==> config.mk <==
export PLATFORM = sky130hd
export DESIGN_NAME = parallel_capture_port
export DESIGN_NICKNAME = d
export VERILOG_FILES = /design/src/rtl/pvp_pkg.sv /design/src/rtl/parallel_capture_port.sv
export SDC_FILE = /design/constraint.sdc
export NUM_CORES = 1
export LEC_CHECK = 0
export ABC_AREA = 1
export CORE_MARGIN = 10
export CORE_UTILIZATION = 50
export CTS_CLUSTER_SIZE = 40
export DETAILED_ROUTE_END_ITERATION = 16
export DONT_BUFFER_PORTS = 1
export PLACE_DENSITY = 0.68
export SLEW_MARGIN = 10
export SYNTH_ARGS = -nofsm -noshare
export SYNTH_HDL_FRONTEND = slang
export SYNTH_SLANG_ARGS = --single-unit
==> constraint.sdc <==
create_clock -name clk -period 1.7 [get_ports clk]
set_input_delay 0.085 -clock clk [delete_from_list [all_inputs] [get_ports clk]]
set_output_delay 0.085 -clock clk [all_outputs]
set_load 0.01 [all_outputs]
==> src/rtl/pvp_pkg.sv <==
// Purpose: shared constants for the parallel video port
// Assumes: 50 MHz system clock, link clock sampled as a plain input
// Notes:   register indices are word offsets on the simple register port
package pvp_pkg;
  localparam int          DATA_W       = 16;
  localparam int          ADDR_W       = 4;
  localparam logic [3:0]  REG_CONFIG   = 4'h0;
  localparam logic [3:0]  REG_DELAY    = 4'h1;
  localparam logic [3:0]  REG_COUNT    = 4'h2;
  localparam logic [3:0]  REG_STATUS   = 4'h3;
  localparam logic [3:0]  REG_TXDATA   = 4'h4;
  localparam logic [3:0]  REG_FSCTL    = 4'h5;
  // config fields
  localparam int          CFG_EN       = 0;
  localparam int          CFG_ITU      = 1;
  localparam int          CFG_SUB_LO   = 2;
  localparam int          CFG_SUB_HI   = 3;
  localparam int          CFG_W_LO     = 4;
  localparam int          CFG_W_HI     = 7;
  localparam int          CFG_FS_LO    = 8;
  localparam int          CFG_FS_HI    = 10;
  localparam logic [15:0] CFG_RESET    = 16'h0000;
  // general-purpose submodes
  localparam logic [1:0]  GP_INPUT     = 2'h0;
  localparam logic [1:0]  GP_CAPTURE   = 2'h1;
  localparam logic [1:0]  GP_OUTPUT    = 2'h2;
  // video submodes
  localparam logic [1:0]  V_ACTIVE     = 2'h0;
  localparam logic [1:0]  V_VBLANK     = 2'h1;
  localparam logic [1:0]  V_FIELD      = 2'h2;
  // width codes: 0 means 8 bits, 2..8 means 10..16 bits
  localparam logic [3:0]  W_CODE_8     = 4'h0;
  localparam logic [3:0]  W_CODE_10    = 4'h2;
  // video timing reference code
  localparam logic [7:0]  TRC_FF       = 8'hff;
  localparam logic [7:0]  TRC_00       = 8'h00;
  localparam int          XY_F         = 6;
  localparam int          XY_V         = 5;
  localparam int          XY_H         = 4;
  typedef enum logic [3:0] {
    ST_IDLE  = 4'b0001,
    ST_DELAY = 4'b0010,
    ST_XFER  = 4'b0100,
    ST_DONE  = 4'b1000
  } gp_state_t;
endpackage
==> src/rtl/parallel_capture_port.sv <==
// Purpose: parallel video / converter port, general-purpose and video modes
// Assumes: link clock at most a quarter of clk; all pins sampled by clk
// Notes:   one direction at a time; sampled words leave on a valid strobe
// Contract
// - one clock input, three syncs, sixteen data
// - link word rate at most half clk (the edge filter here needs at most a quarter of clk)
// - each sync selectable input or output
// - general mode half duplex up to sixteen bits
// - video mode moves eight or ten bits
// - decode embedded line and field preambles
// - input, frame capture, output submodes
// - incoming first sync starts data sampling
// - wait delay link cycles after sync
// - samples per sync equal transfer count
// - width eight or ten through sixteen
// - capture drives first sync horizontal, second vertical
// - output drives data and up to three syncs
// - active mode skips blanking and inter-line gaps
// - active mode drops control code words
// - after field one sync wait for start code
// - active mode count gives lines per frame
// - blanking mode passes only vertical blanking
// - field mode passes every sample
// - field mode starts right after field sync (here the xy word of the field-one code is itself the first sample)
// - logic and registers run on clk
`timescale 1ns/1ps
`default_nettype none
module parallel_capture_port
  import pvp_pkg::*;
(
  // system
  input  wire logic              clk,
  input  wire logic              sys_rst,
  // register port
  input  wire logic [ADDR_W-1:0] reg_addr,
  input  wire logic [15:0]       reg_wdata,
  input  wire logic              reg_wr,
  input  wire logic              reg_rd,
  output logic      [15:0]       reg_rdata,
  // link pins
  input  wire logic              port_input_clock,
  input  wire logic [2:0]        fs_in,
  output logic      [2:0]        fs_out,
  output logic      [2:0]        fs_oe,
  input  wire logic [DATA_W-1:0] pd_in,
  output logic      [DATA_W-1:0] pd_out,
  output logic      [DATA_W-1:0] pd_oe,
  // sample stream toward dma
  output logic      [DATA_W-1:0] rx_data,
  output logic                   rx_valid,
  output logic                   tx_take
);
  logic [15:0] cfg_q;
  logic [15:0] dly_q;
  logic [15:0] cnt_q;
  logic [15:0] txd_q;
  logic [2:0]  fsv_q;

  // three-stage sampling of all link pins; first stage read only by second
  logic [2:0]        ck_s;
  logic [2:0]        fs1_s;
  logic [2:0]        fs2_s;
  logic [2:0]        fs3_s;
  logic [DATA_W-1:0] d1_s;
  logic [DATA_W-1:0] d2_s;
  logic [DATA_W-1:0] d3_s;
  // link clock: its edges are found from stages two and three
  always_ff @(posedge clk) begin
    ck_s <= {ck_s[1:0], port_input_clock};
  end
  // syncs and data take the same three stages, so they stay aligned with
  // the detected link edge and are stable when it is acted on
  always_ff @(posedge clk) begin
    fs1_s <= fs_in;
    fs2_s <= fs1_s;
    fs3_s <= fs2_s;
  end
  always_ff @(posedge clk) begin
    d1_s <= pd_in;
    d2_s <= d1_s;
    d3_s <= d2_s;
  end
  // rising edge once stages two and three agree high after a low
  // short glitches on the link clock are filtered by that agreement
  logic lk_q;
  always_ff @(posedge clk) begin
    if (sys_rst) begin
      lk_q <= 1'b0;
    end else if (ck_s[2] == ck_s[1]) begin
      lk_q <= ck_s[2];
    end
  end
  // relies on each link clock level lasting two clk cycles (at most a quarter of clk) so each edge is seen
  wire lk_rise = (ck_s[2] & ck_s[1]) & ~lk_q;

  // config decode
  wire       en       = cfg_q[CFG_EN];
  wire       itu      = cfg_q[CFG_ITU];
  wire [1:0] sub      = cfg_q[CFG_SUB_HI:CFG_SUB_LO];
  wire [3:0] wcode    = cfg_q[CFG_W_HI:CFG_W_LO];
  // direction bits: high means this block drives that sync pin
  wire [2:0] fs_dir   = cfg_q[CFG_FS_HI:CFG_FS_LO];
  wire       gp_in    = en & ~itu & (sub == GP_INPUT);
  wire       gp_cap   = en & ~itu & (sub == GP_CAPTURE);
  wire       gp_out   = en & ~itu & (sub == GP_OUTPUT);
  // width mask: 8 bits, or 10..16 bits; code 1 rounds up to 10, codes above 8 clamp to 16
  wire [4:0] wbits    = (wcode == W_CODE_8) ? 5'd8 :
                        (wcode < W_CODE_10) ? 5'd10 :
                        (wcode > 4'h8) ? 5'd16 : 5'(wcode) + 5'd8;
  // the shift is one bit wider than the data so that sixteen bits fit
  wire [DATA_W-1:0] wmask = DATA_W'((17'h1 << wbits) - 17'h1);
  // video: 8-bit or 10-bit samples, selected by width code
  wire [DATA_W-1:0] vmask = (wcode == W_CODE_8) ? 16'h00ff : 16'h03ff;
  // ten-bit codes are matched on their upper eight bits only
  wire [7:0] vbyte = (wcode == W_CODE_8) ? d3_s[7:0] : d3_s[9:2];

  // incoming first sync edge, counted in link clock edges
  logic fs1_q;
  always_ff @(posedge clk) begin
    if (sys_rst) begin
      fs1_q <= 1'b0;
    end else if (lk_rise) begin
      fs1_q <= fs3_s[0];
    end
  end
  wire fs1_rise = lk_rise & fs3_s[0] & ~fs1_q & ~fs_dir[0];

  // general-purpose sequencer for input, capture and output
  gp_state_t   st_q;
  gp_state_t   st_d;
  logic [15:0] dc_q;
  logic [15:0] dc_d;
  // samples still owed in this frame
  logic [15:0] sc_q;
  logic [15:0] sc_d;
  wire         gp_run = gp_in | gp_cap | gp_out;
  // capture and output start on the frame sync this block drives
  wire         own_start = (gp_cap | gp_out) & lk_rise & fsv_q[0] & ~fs1_q;
  wire         in_start  = gp_in & fs1_rise;
  wire         start     = in_start | own_start;
  always_comb begin
    st_d = st_q;
    dc_d = dc_q;
    sc_d = sc_q;
    case (st_q)
      ST_IDLE: begin
        if (gp_run & start) begin
          dc_d = dly_q;
          sc_d = cnt_q;
          st_d = (dly_q == 16'h0000) ? ST_XFER : ST_DELAY;
        end
      end
      ST_DELAY: begin
        if (lk_rise) begin
          dc_d = dc_q - 16'h0001;
          if (dc_q == 16'h0001) begin
            st_d = ST_XFER;
          end
        end
      end
      ST_XFER: begin
        if (lk_rise) begin
          sc_d = sc_q - 16'h0001;
          if (sc_q <= 16'h0001) begin
            st_d = ST_DONE;
          end
        end
      end
      ST_DONE: begin
        // a new start is only taken from idle, one cycle later
        st_d = ST_IDLE;
      end
      default: begin
        st_d = ST_IDLE;
      end
    endcase
    // leaving the mode abandons a frame; it is never resumed
    if (!gp_run) begin
      st_d = ST_IDLE;
    end
  end
  always_ff @(posedge clk) begin
    if (sys_rst) begin
      st_q <= ST_IDLE;
      dc_q <= 16'h0000;
      sc_q <= 16'h0000;
    end else begin
      st_q <= st_d;
      dc_q <= dc_d;
      sc_q <= sc_d;
    end
  end
  wire gp_sample = (st_q == ST_XFER) & lk_rise;

  // video preamble decoder on the upper eight bits of each sample
  logic [1:0]  pre_q;
  logic        f_q;
  logic        v_q;
  logic        h_q;
  logic        sync_q;
  logic        seen_sav_q;
  logic [15:0] lines_q;
  wire is_ff  = vbyte == TRC_FF;
  wire is_00  = vbyte == TRC_00;
  wire xy_now = itu & en & lk_rise & (pre_q == 2'h3);
  wire sav    = xy_now & ~vbyte[XY_H];
  wire eav    = xy_now &  vbyte[XY_H];
  // start of field one: a code with field bit low where the previous had it high
  wire f1_start = xy_now & ~vbyte[XY_F] & f_q;
  // an ff restarts the count except in the xy slot, so ff ff 00 00 xy still decodes
  always_ff @(posedge clk) begin
    if (sys_rst) begin
      pre_q <= 2'h0;
    end else if (itu & en & lk_rise) begin
      if (pre_q == 2'h3) begin
        pre_q <= 2'h0;
      end else if (is_ff) begin
        pre_q <= 2'h1;
      end else if (is_00 & (pre_q != 2'h0)) begin
        pre_q <= pre_q + 2'h1;
      end else begin
        pre_q <= 2'h0;
      end
    end
  end
  always_ff @(posedge clk) begin
    if (sys_rst | ~itu | ~en) begin
      f_q        <= 1'b0;
      v_q        <= 1'b1;
      h_q        <= 1'b1;
      sync_q     <= 1'b0;
      seen_sav_q <= 1'b0;
      lines_q    <= 16'h0000;
    end else if (xy_now) begin
      f_q <= vbyte[XY_F];
      v_q <= vbyte[XY_V];
      h_q <= vbyte[XY_H];
      if (f1_start) begin
        sync_q     <= 1'b1;
        seen_sav_q <= 1'b0;
        lines_q    <= 16'h0000;
      end else if (sav & ~vbyte[XY_V] & sync_q) begin
        // once the programmed line count is reached, later lines are skipped
        if (lines_q < cnt_q) begin
          seen_sav_q <= 1'b1;
          lines_q    <= lines_q + 16'h0001;
        end else begin
          seen_sav_q <= 1'b0;
        end
      end
    end
  end
  // words of the code (ff 00 00 xy) are recognised as they arrive
  wire in_code = is_ff | (pre_q != 2'h0);
  wire act_ok  = (sub == V_ACTIVE) & sync_q & seen_sav_q & ~h_q & ~v_q
                 & ~in_code;
  wire vbi_ok  = (sub == V_VBLANK) & sync_q & v_q & ~in_code;
  wire fld_ok  = (sub == V_FIELD) & (sync_q | f1_start);
  wire v_sample = itu & en & lk_rise & (act_ok | vbi_ok | fld_ok);

  // received data toward memory; only one direction runs at a time
  wire              rx_hit  = (gp_sample & ~gp_out) | v_sample;
  wire [DATA_W-1:0] rx_mask = itu ? vmask : wmask;
  // data is refreshed every cycle; only the valid strobe marks a sample
  always_ff @(posedge clk) begin
    if (sys_rst) begin
      rx_data  <= 16'h0000;
      rx_valid <= 1'b0;
    end else begin
      rx_valid <= rx_hit;
      rx_data  <= d3_s & rx_mask;
    end
  end
  // software must refill the word within one link cycle of this pulse
  assign tx_take = gp_sample & gp_out;

  // output pins: data only in output submode, syncs per direction bit plus the two capture syncs
  // preloaded while idle, so the first word is on the pins when a frame starts
  wire pd_load = tx_take | (gp_out & (st_q == ST_IDLE));
  always_ff @(posedge clk) begin
    if (sys_rst) begin
      pd_out <= 16'h0000;
    end else if (pd_load) begin
      pd_out <= txd_q & wmask;
    end
  end
  assign pd_oe  = gp_out ? wmask : 16'h0000;
  // capture: fs one is hsync, fs two is vsync, all from software levels
  assign fs_out = fsv_q;
  // capture always drives hsync and vsync whatever the direction bits say
  wire [2:0] cap_fs = {1'b0, gp_cap, gp_cap};
  assign fs_oe  = fs_dir | cap_fs;

  // register port
  wire wr_cfg = reg_wr & (reg_addr == REG_CONFIG);
  wire wr_dly = reg_wr & (reg_addr == REG_DELAY);
  wire wr_cnt = reg_wr & (reg_addr == REG_COUNT);
  wire wr_txd = reg_wr & (reg_addr == REG_TXDATA);
  wire wr_fsv = reg_wr & (reg_addr == REG_FSCTL);
  always_ff @(posedge clk) begin
    if (sys_rst) begin
      cfg_q <= CFG_RESET;
      dly_q <= 16'h0000;
      cnt_q <= 16'h0000;
      txd_q <= 16'h0000;
      fsv_q <= 3'h0;
    end else begin
      if (wr_cfg) begin
        cfg_q <= reg_wdata;
      end
      if (wr_dly) begin
        dly_q <= reg_wdata;
      end
      if (wr_cnt) begin
        cnt_q <= reg_wdata;
      end
      if (wr_txd) begin
        txd_q <= reg_wdata;
      end
      if (wr_fsv) begin
        fsv_q <= reg_wdata[2:0];
      end
    end
  end
  // only the low eight bits of the line counter fit beside the flags
  wire [7:0]  line_lo = lines_q[7:0];
  wire [5:0]  flags   = {2'b00, sync_q, f_q, v_q, h_q};
  wire [15:0] status  = {line_lo, flags, st_q[3:2]};
  // unmapped offsets read as zero
  wire [15:0] rd_mux = (reg_addr == REG_CONFIG) ? cfg_q :
                       (reg_addr == REG_DELAY)  ? dly_q :
                       (reg_addr == REG_COUNT)  ? cnt_q :
                       (reg_addr == REG_STATUS) ? status :
                       (reg_addr == REG_TXDATA) ? txd_q :
                       (reg_addr == REG_FSCTL)  ? {13'h0000, fsv_q} : 16'h0000;
  always_ff @(posedge clk) begin
    if (sys_rst) begin
      reg_rdata <= 16'h0000;
    end else if (reg_rd) begin
      reg_rdata <= rd_mux;
    end
  end
endmodule
`default_nettype wire

# Word level (Yosys, flattened, before mapping)
# Cells that the tools add are included.
# Widths: inputs -> output; s select.
# word_totals
reg_bits	231
inputBits	44
wordCells	180
# classes
addsub	6
n_lt_le_gt_ge	4
eq_ne	19
shifts	1
muxes	35
bitwise_logic	70
reduce_logical	17
# op_table
operator	count
$mux 16	14
$pmux 16 s2	2
$sub 16x1->16 const B	3
$and 1x1->1	42
$and 16x16->16	2
$mux 4	5
$add 16x1->16 const B	1
$eq 16x1->1 const B	1
$le 16x1->1 const B	1
$logic_not 16->1	1
$lt 16x16->1	1
$shl 1x5->16 const A	1
$mux 5	3
$not 1->1	13
$eq 4x2->1 const B	3
$eq 4x3->1 const B	3
$or 1x1->1	12
$pmux 4 s3	1
$mux 10	1
$ne 2x2->1 const B	5
$reduce_bool 2->1	5
$reduce_and 3->1	3
$eq 4x1->1 const B	2
$eq 8x8->1 const B	1
18 further kinds	26

# Logic depth before layout (Yosys ltp)
# logic_depth
depth_word	11
mapped_depth	15
ltp_nobuf	14

# Worst setup path before layout
# No wires, ideal clock.
# synth_timing
path_type	reg2reg
startpoint	reg cnt_q[5]
endpoint	reg lines_q[6]
setup_time_ns	0.138
arrival_time_ns	1.590
required_time_ns	1.562
setup_slack_ns	-0.028
path_stages_with_launch	14
path_buffers	1
synth_period_minus_slack_ns	1.728
cell_sequence	dfxtp_1 > inv_1 > ha_1 > a21oi_1 > nor2_1 > nor3_1 > nand2_1 > nand2_1 > nand2_1 > nand2_4 > nand2_8 > buf_12 > nand2_2 > a21oi_2
# synth_between
elab_chain_cells	3
# synth_lines
item	line_no	source
start: declaration	parallel_capture_port.sv:55	logic [15:0] cnt_q;
start signal: assignment	parallel_capture_port.sv:315	cnt_q <= reg_wdata;
$lt 16x16->1	parallel_capture_port.sv:244	if (lines_q < cnt_q) begin
$reduce_bool 2->1 (no source line)	--	
$reduce_and 3->1 (no source line)	--	
end signal: assignment	parallel_capture_port.sv:246	lines_q <= lines_q + 16'h0001;
end: declaration	parallel_capture_port.sv:202	logic [15:0] lines_q;
# No other way between the ends.
# A chain may end at the register's enable or synchronous reset.

# Worst setup path after layout
# layout_timing
startpoint	reg cfg_q[4]
endpoint	out pd_oe[8]
# layout_between
elab_chain_cells	7
word_cells_on_any_way	10
cone_classes	2 x add/sub; 2 x order compare; 1 x shift; 4 x mux; 1 x reduce/logical
# layout_lines
item	line_no	source
start: declaration	parallel_capture_port.sv:53	logic [15:0] cfg_q;
start signal: assignment	parallel_capture_port.sv:309	cfg_q <= reg_wdata;
$add 4x4->5 or $gt 4x4->1 (tied branches)	parallel_capture_port.sv:109	(wcode > 4'h8) ? 5'd16 : 5'(wcode) + 5'd8;
$mux 5	parallel_capture_port.sv:109	
$mux 5	parallel_capture_port.sv:108	(wcode < W_CODE_10) ? 5'd10 :
$mux 5 *	parallel_capture_port.sv:107	wire [4:0] wbits = (wcode == W_CODE_8) ? 5'd8 :
$shl 1x5->16 *	parallel_capture_port.sv:111	wire [DATA_W-1:0] wmask = DATA_W'((17'h1 << wbits) - 17'h1);
$sub 16x1->16 *	parallel_capture_port.sv:111	
$mux 16 *	parallel_capture_port.sv:287	assign pd_oe = gp_out ? wmask : 16'h0000;
end: declaration	parallel_capture_port.sv:47	output logic [DATA_W-1:0] pd_oe,
# Every way passes the cells marked *; elsewhere a longest branch is shown, timed or not.

==> results.toml <==
[routing]
firstDrtPassIters = 6
routed_wl_um = 36200
drcViolationCount = 0
wl_per_cell_um = 19.3
vias = 10500
viasPerCell = 5.62
drt-initial-drc-count = 968
drtAntennaViolNets = 0

[setup_path]
cp.arrival_ns = 1.74
startpoint_type = "register"
cp_common_cell = "nor2_4"
crit_chain = "nor2_4 > nand2_8 > buf_8 > buf_6 > xor2_4 > inv_2 > nor2_4"
endpoint_kind = "primary output"
crit_type = "reg -> out"
cp_top_family = "buffers and inverters"
worstSetupPathDepth = 7
crit_fanout = 7
cp_slowest_cell = "dfxtp_4"
cp.required_ns = 1.62
cp_num_buf_inv = 3
rr_worst_depth = 9
critPathMaxStageDelay_ns = 0.36

[layout]
fin_area_um2 = 14300
fin_nets = 1648
drive_gt1_frac = 0.288
area.sequential_um2 = 4670
multi_input_area_um2 = 5630
fillers = 1482
fin_util = 0.708
layout-area-overhead-vs-synth_pct = 39.5

[logic_synthesis]
synth-async-reset-ratio = 0
synth.most_common_cell = "nand2_1"
netlist_top_cells_count = "nand2_1 (243), dfxtp_1 (231), a21oi_1 (157), inv_1 (146)"
avgSynthCellArea_um2 = 7.51
synth_top_area_share = 0.450
ys_seq_area_frac = 0.450
yosysWarnings = 0
postSynthCellCount = 1368
yosysUniqueCellTypes = 51
synth_top_cells_by_area = "dfxtp_1 (45%), nand2_1 (8.9%), a21oi_1 (7.7%), o21ai_0 (6.3%), inv_1 (5.3%)"
yosysTopAreaCell = "dfxtp_1"
synth-seq-cells = 231
synth_edf_count = 0
synth_flop_cell = "dfxtp_1"
synth_area_um2 = 10300

[timing]
fin_crit_sh = 1.07
whs_ns = 0.0841
setup_viol = 41
worst_pin_slew_ns = 1.25
rsz0062_at_grt = "true"
fin_worst_skew_ns = 0.0222
period_needed_ns = 1.82
relSlewSlack = 0.168
finalMaxSlewViolations = 0
finalWorstSetupSlack_ns = -0.120
fmax_mhz = 549
hold_viol = 0

[hold_path]
hold_class = "in -> reg"
holdPathStages = 1

[flow_run]
maxCapViolCount = 0

[pwr]
peakVddDrop_mv = 1.00
leakage_nw = 5.81
p_per_area_nw_per_um2 = 871
total_power_w = 0.0125

[global_route]
grt_pass1_wl_um = 52100
grt_pass1_vias = 9742
grt_overflow_total = 0
track_usage = 0.242
antenna_found_initial = 3
grt_max_degree = 68

[clock_network]
clkTransAtPathRegs_ns = 0.06
cts-htree-levels = 1
cts_buffers = 25
cts_tree = "built"
clk-insertion-delay-late_ns = 0.55
root_buffer = "clkbuf_16"
cts.path.max_buffers = 3
cts_num_sinks = 231

[outcome]
violations = "setup timing"
status = "complete, but fails checks"

[placed_design]
io_buffers = 0
post_dp_cell_area_um2 = 11400
hpwl_um = 23200
gp_congestion = 0.953
pre_cts_slack_ns = -0.122

[die]
initial_utilization = 0.508
rows = 52
die_area_um2 = 26700
die_w_um = 163
io_pins = 116
fp.dieH_um = 163
coreArea_um2 = 20200
## metal layers
layer	track usage	up-vias	routed length (um)
li1	-	4988	-
met1	0.307	4893	14000
met2	0.383	524	16900
met3	0.0637	113	3720
met4	0.0967	2	1550
met5	0	-	46
## final timing paths
kind / start / end / slack, ns
max: cfg_q[4] / pd_oe[8] / -0.12
min: pd_in[14] / d1_s[14] / 0.08
max reg2reg: ck_s[2] / pd_out[14] / -0.09
min reg2reg: d2_s[14] / d3_s[14] / 0.32
## registers in the layout, indices dropped and copies added (netlist names), 2 cells and up
register	cells
rx_data	16
sc_q	16
reg_rdata	16
pd_out	16
dc_q	16
fs_out	3
lines_q	16
ck_s	3
d1_s	16
pre_q	2
st_q	4
cnt_q	16
d3_s	16
d2_s	16
txd_q	16
cfg_q	16
dly_q	16
## timing repair
action                                  CTS  global route
pin swaps                                41            74
endpoints found under the hold margin   163             0
endpoints found under the setup margin   73            84
cloned                                    3             7
gates resized for setup                  99           201
setup buffers                            19            26
hold buffers                             50             0
## report_power, final
part	switching (W)	internal, W
Sequential	0.0000853	0.00554
Clock	0.00241	0.00355
Combinational	0.000523	0.000369
## cells by family (layout without fill, tap and decap cells)
kind of cell,Yosys count,after routing,share of synthesized area
AOI/OAI and AO/OA,338,338,0.179
xor gates and xnor gates,15,15,0.0128
adders and majority gates,24,24,0.0292
buffers and inverters,208,435,0.0831
DFF,231,231,0.450
other,1,5,0.000365
and+or+nand+nor,551,554,0.245
## placed cells by master, fill, tap and decap left out, types with 13 or more instances in the layout
cell and count:
nand2_1 212, dfxtp_1 204, buf_4 144, a21oi_1 135, inv_1 123, o21ai_0 108
nor2_1 95, nand3_1 68, dlygate4sd3_1 46, nand4_1 34, buf_6 30, a21oi_2 29
clkbuf_16 28, nor2_4 27, nand2_2 26, dfxtp_2 22, inv_2 19, nand2_4 19
o21ai_1 18, nor3_1 18, nor2_2 17, ha_1 14, xor2_1 13, o211ai_1 13
## through the flow
stage               std cells  setup TNS [ns]
floorplan                1369               0
global placement         1719           -1.01
detailed placement       1719           -2.33
CTS                      1837          -0.284
global route             1871           -5.67
finish                   1872           -1.94
## area by class of cell
class,count,share of cell area
Clock buffer,27,0.0449
Multi-Input combinational cell,933,0.393
Antenna cell,3,0.000524
Clock inverter,19,0.0183
Timing Repair Buffer,237,0.152
Tap cell,270,0.0236
Timing Repair inverter,1,0.000349
Sequential cell,231,0.326
Inverter,151,0.0411
(Power assumes the default switching activity.)
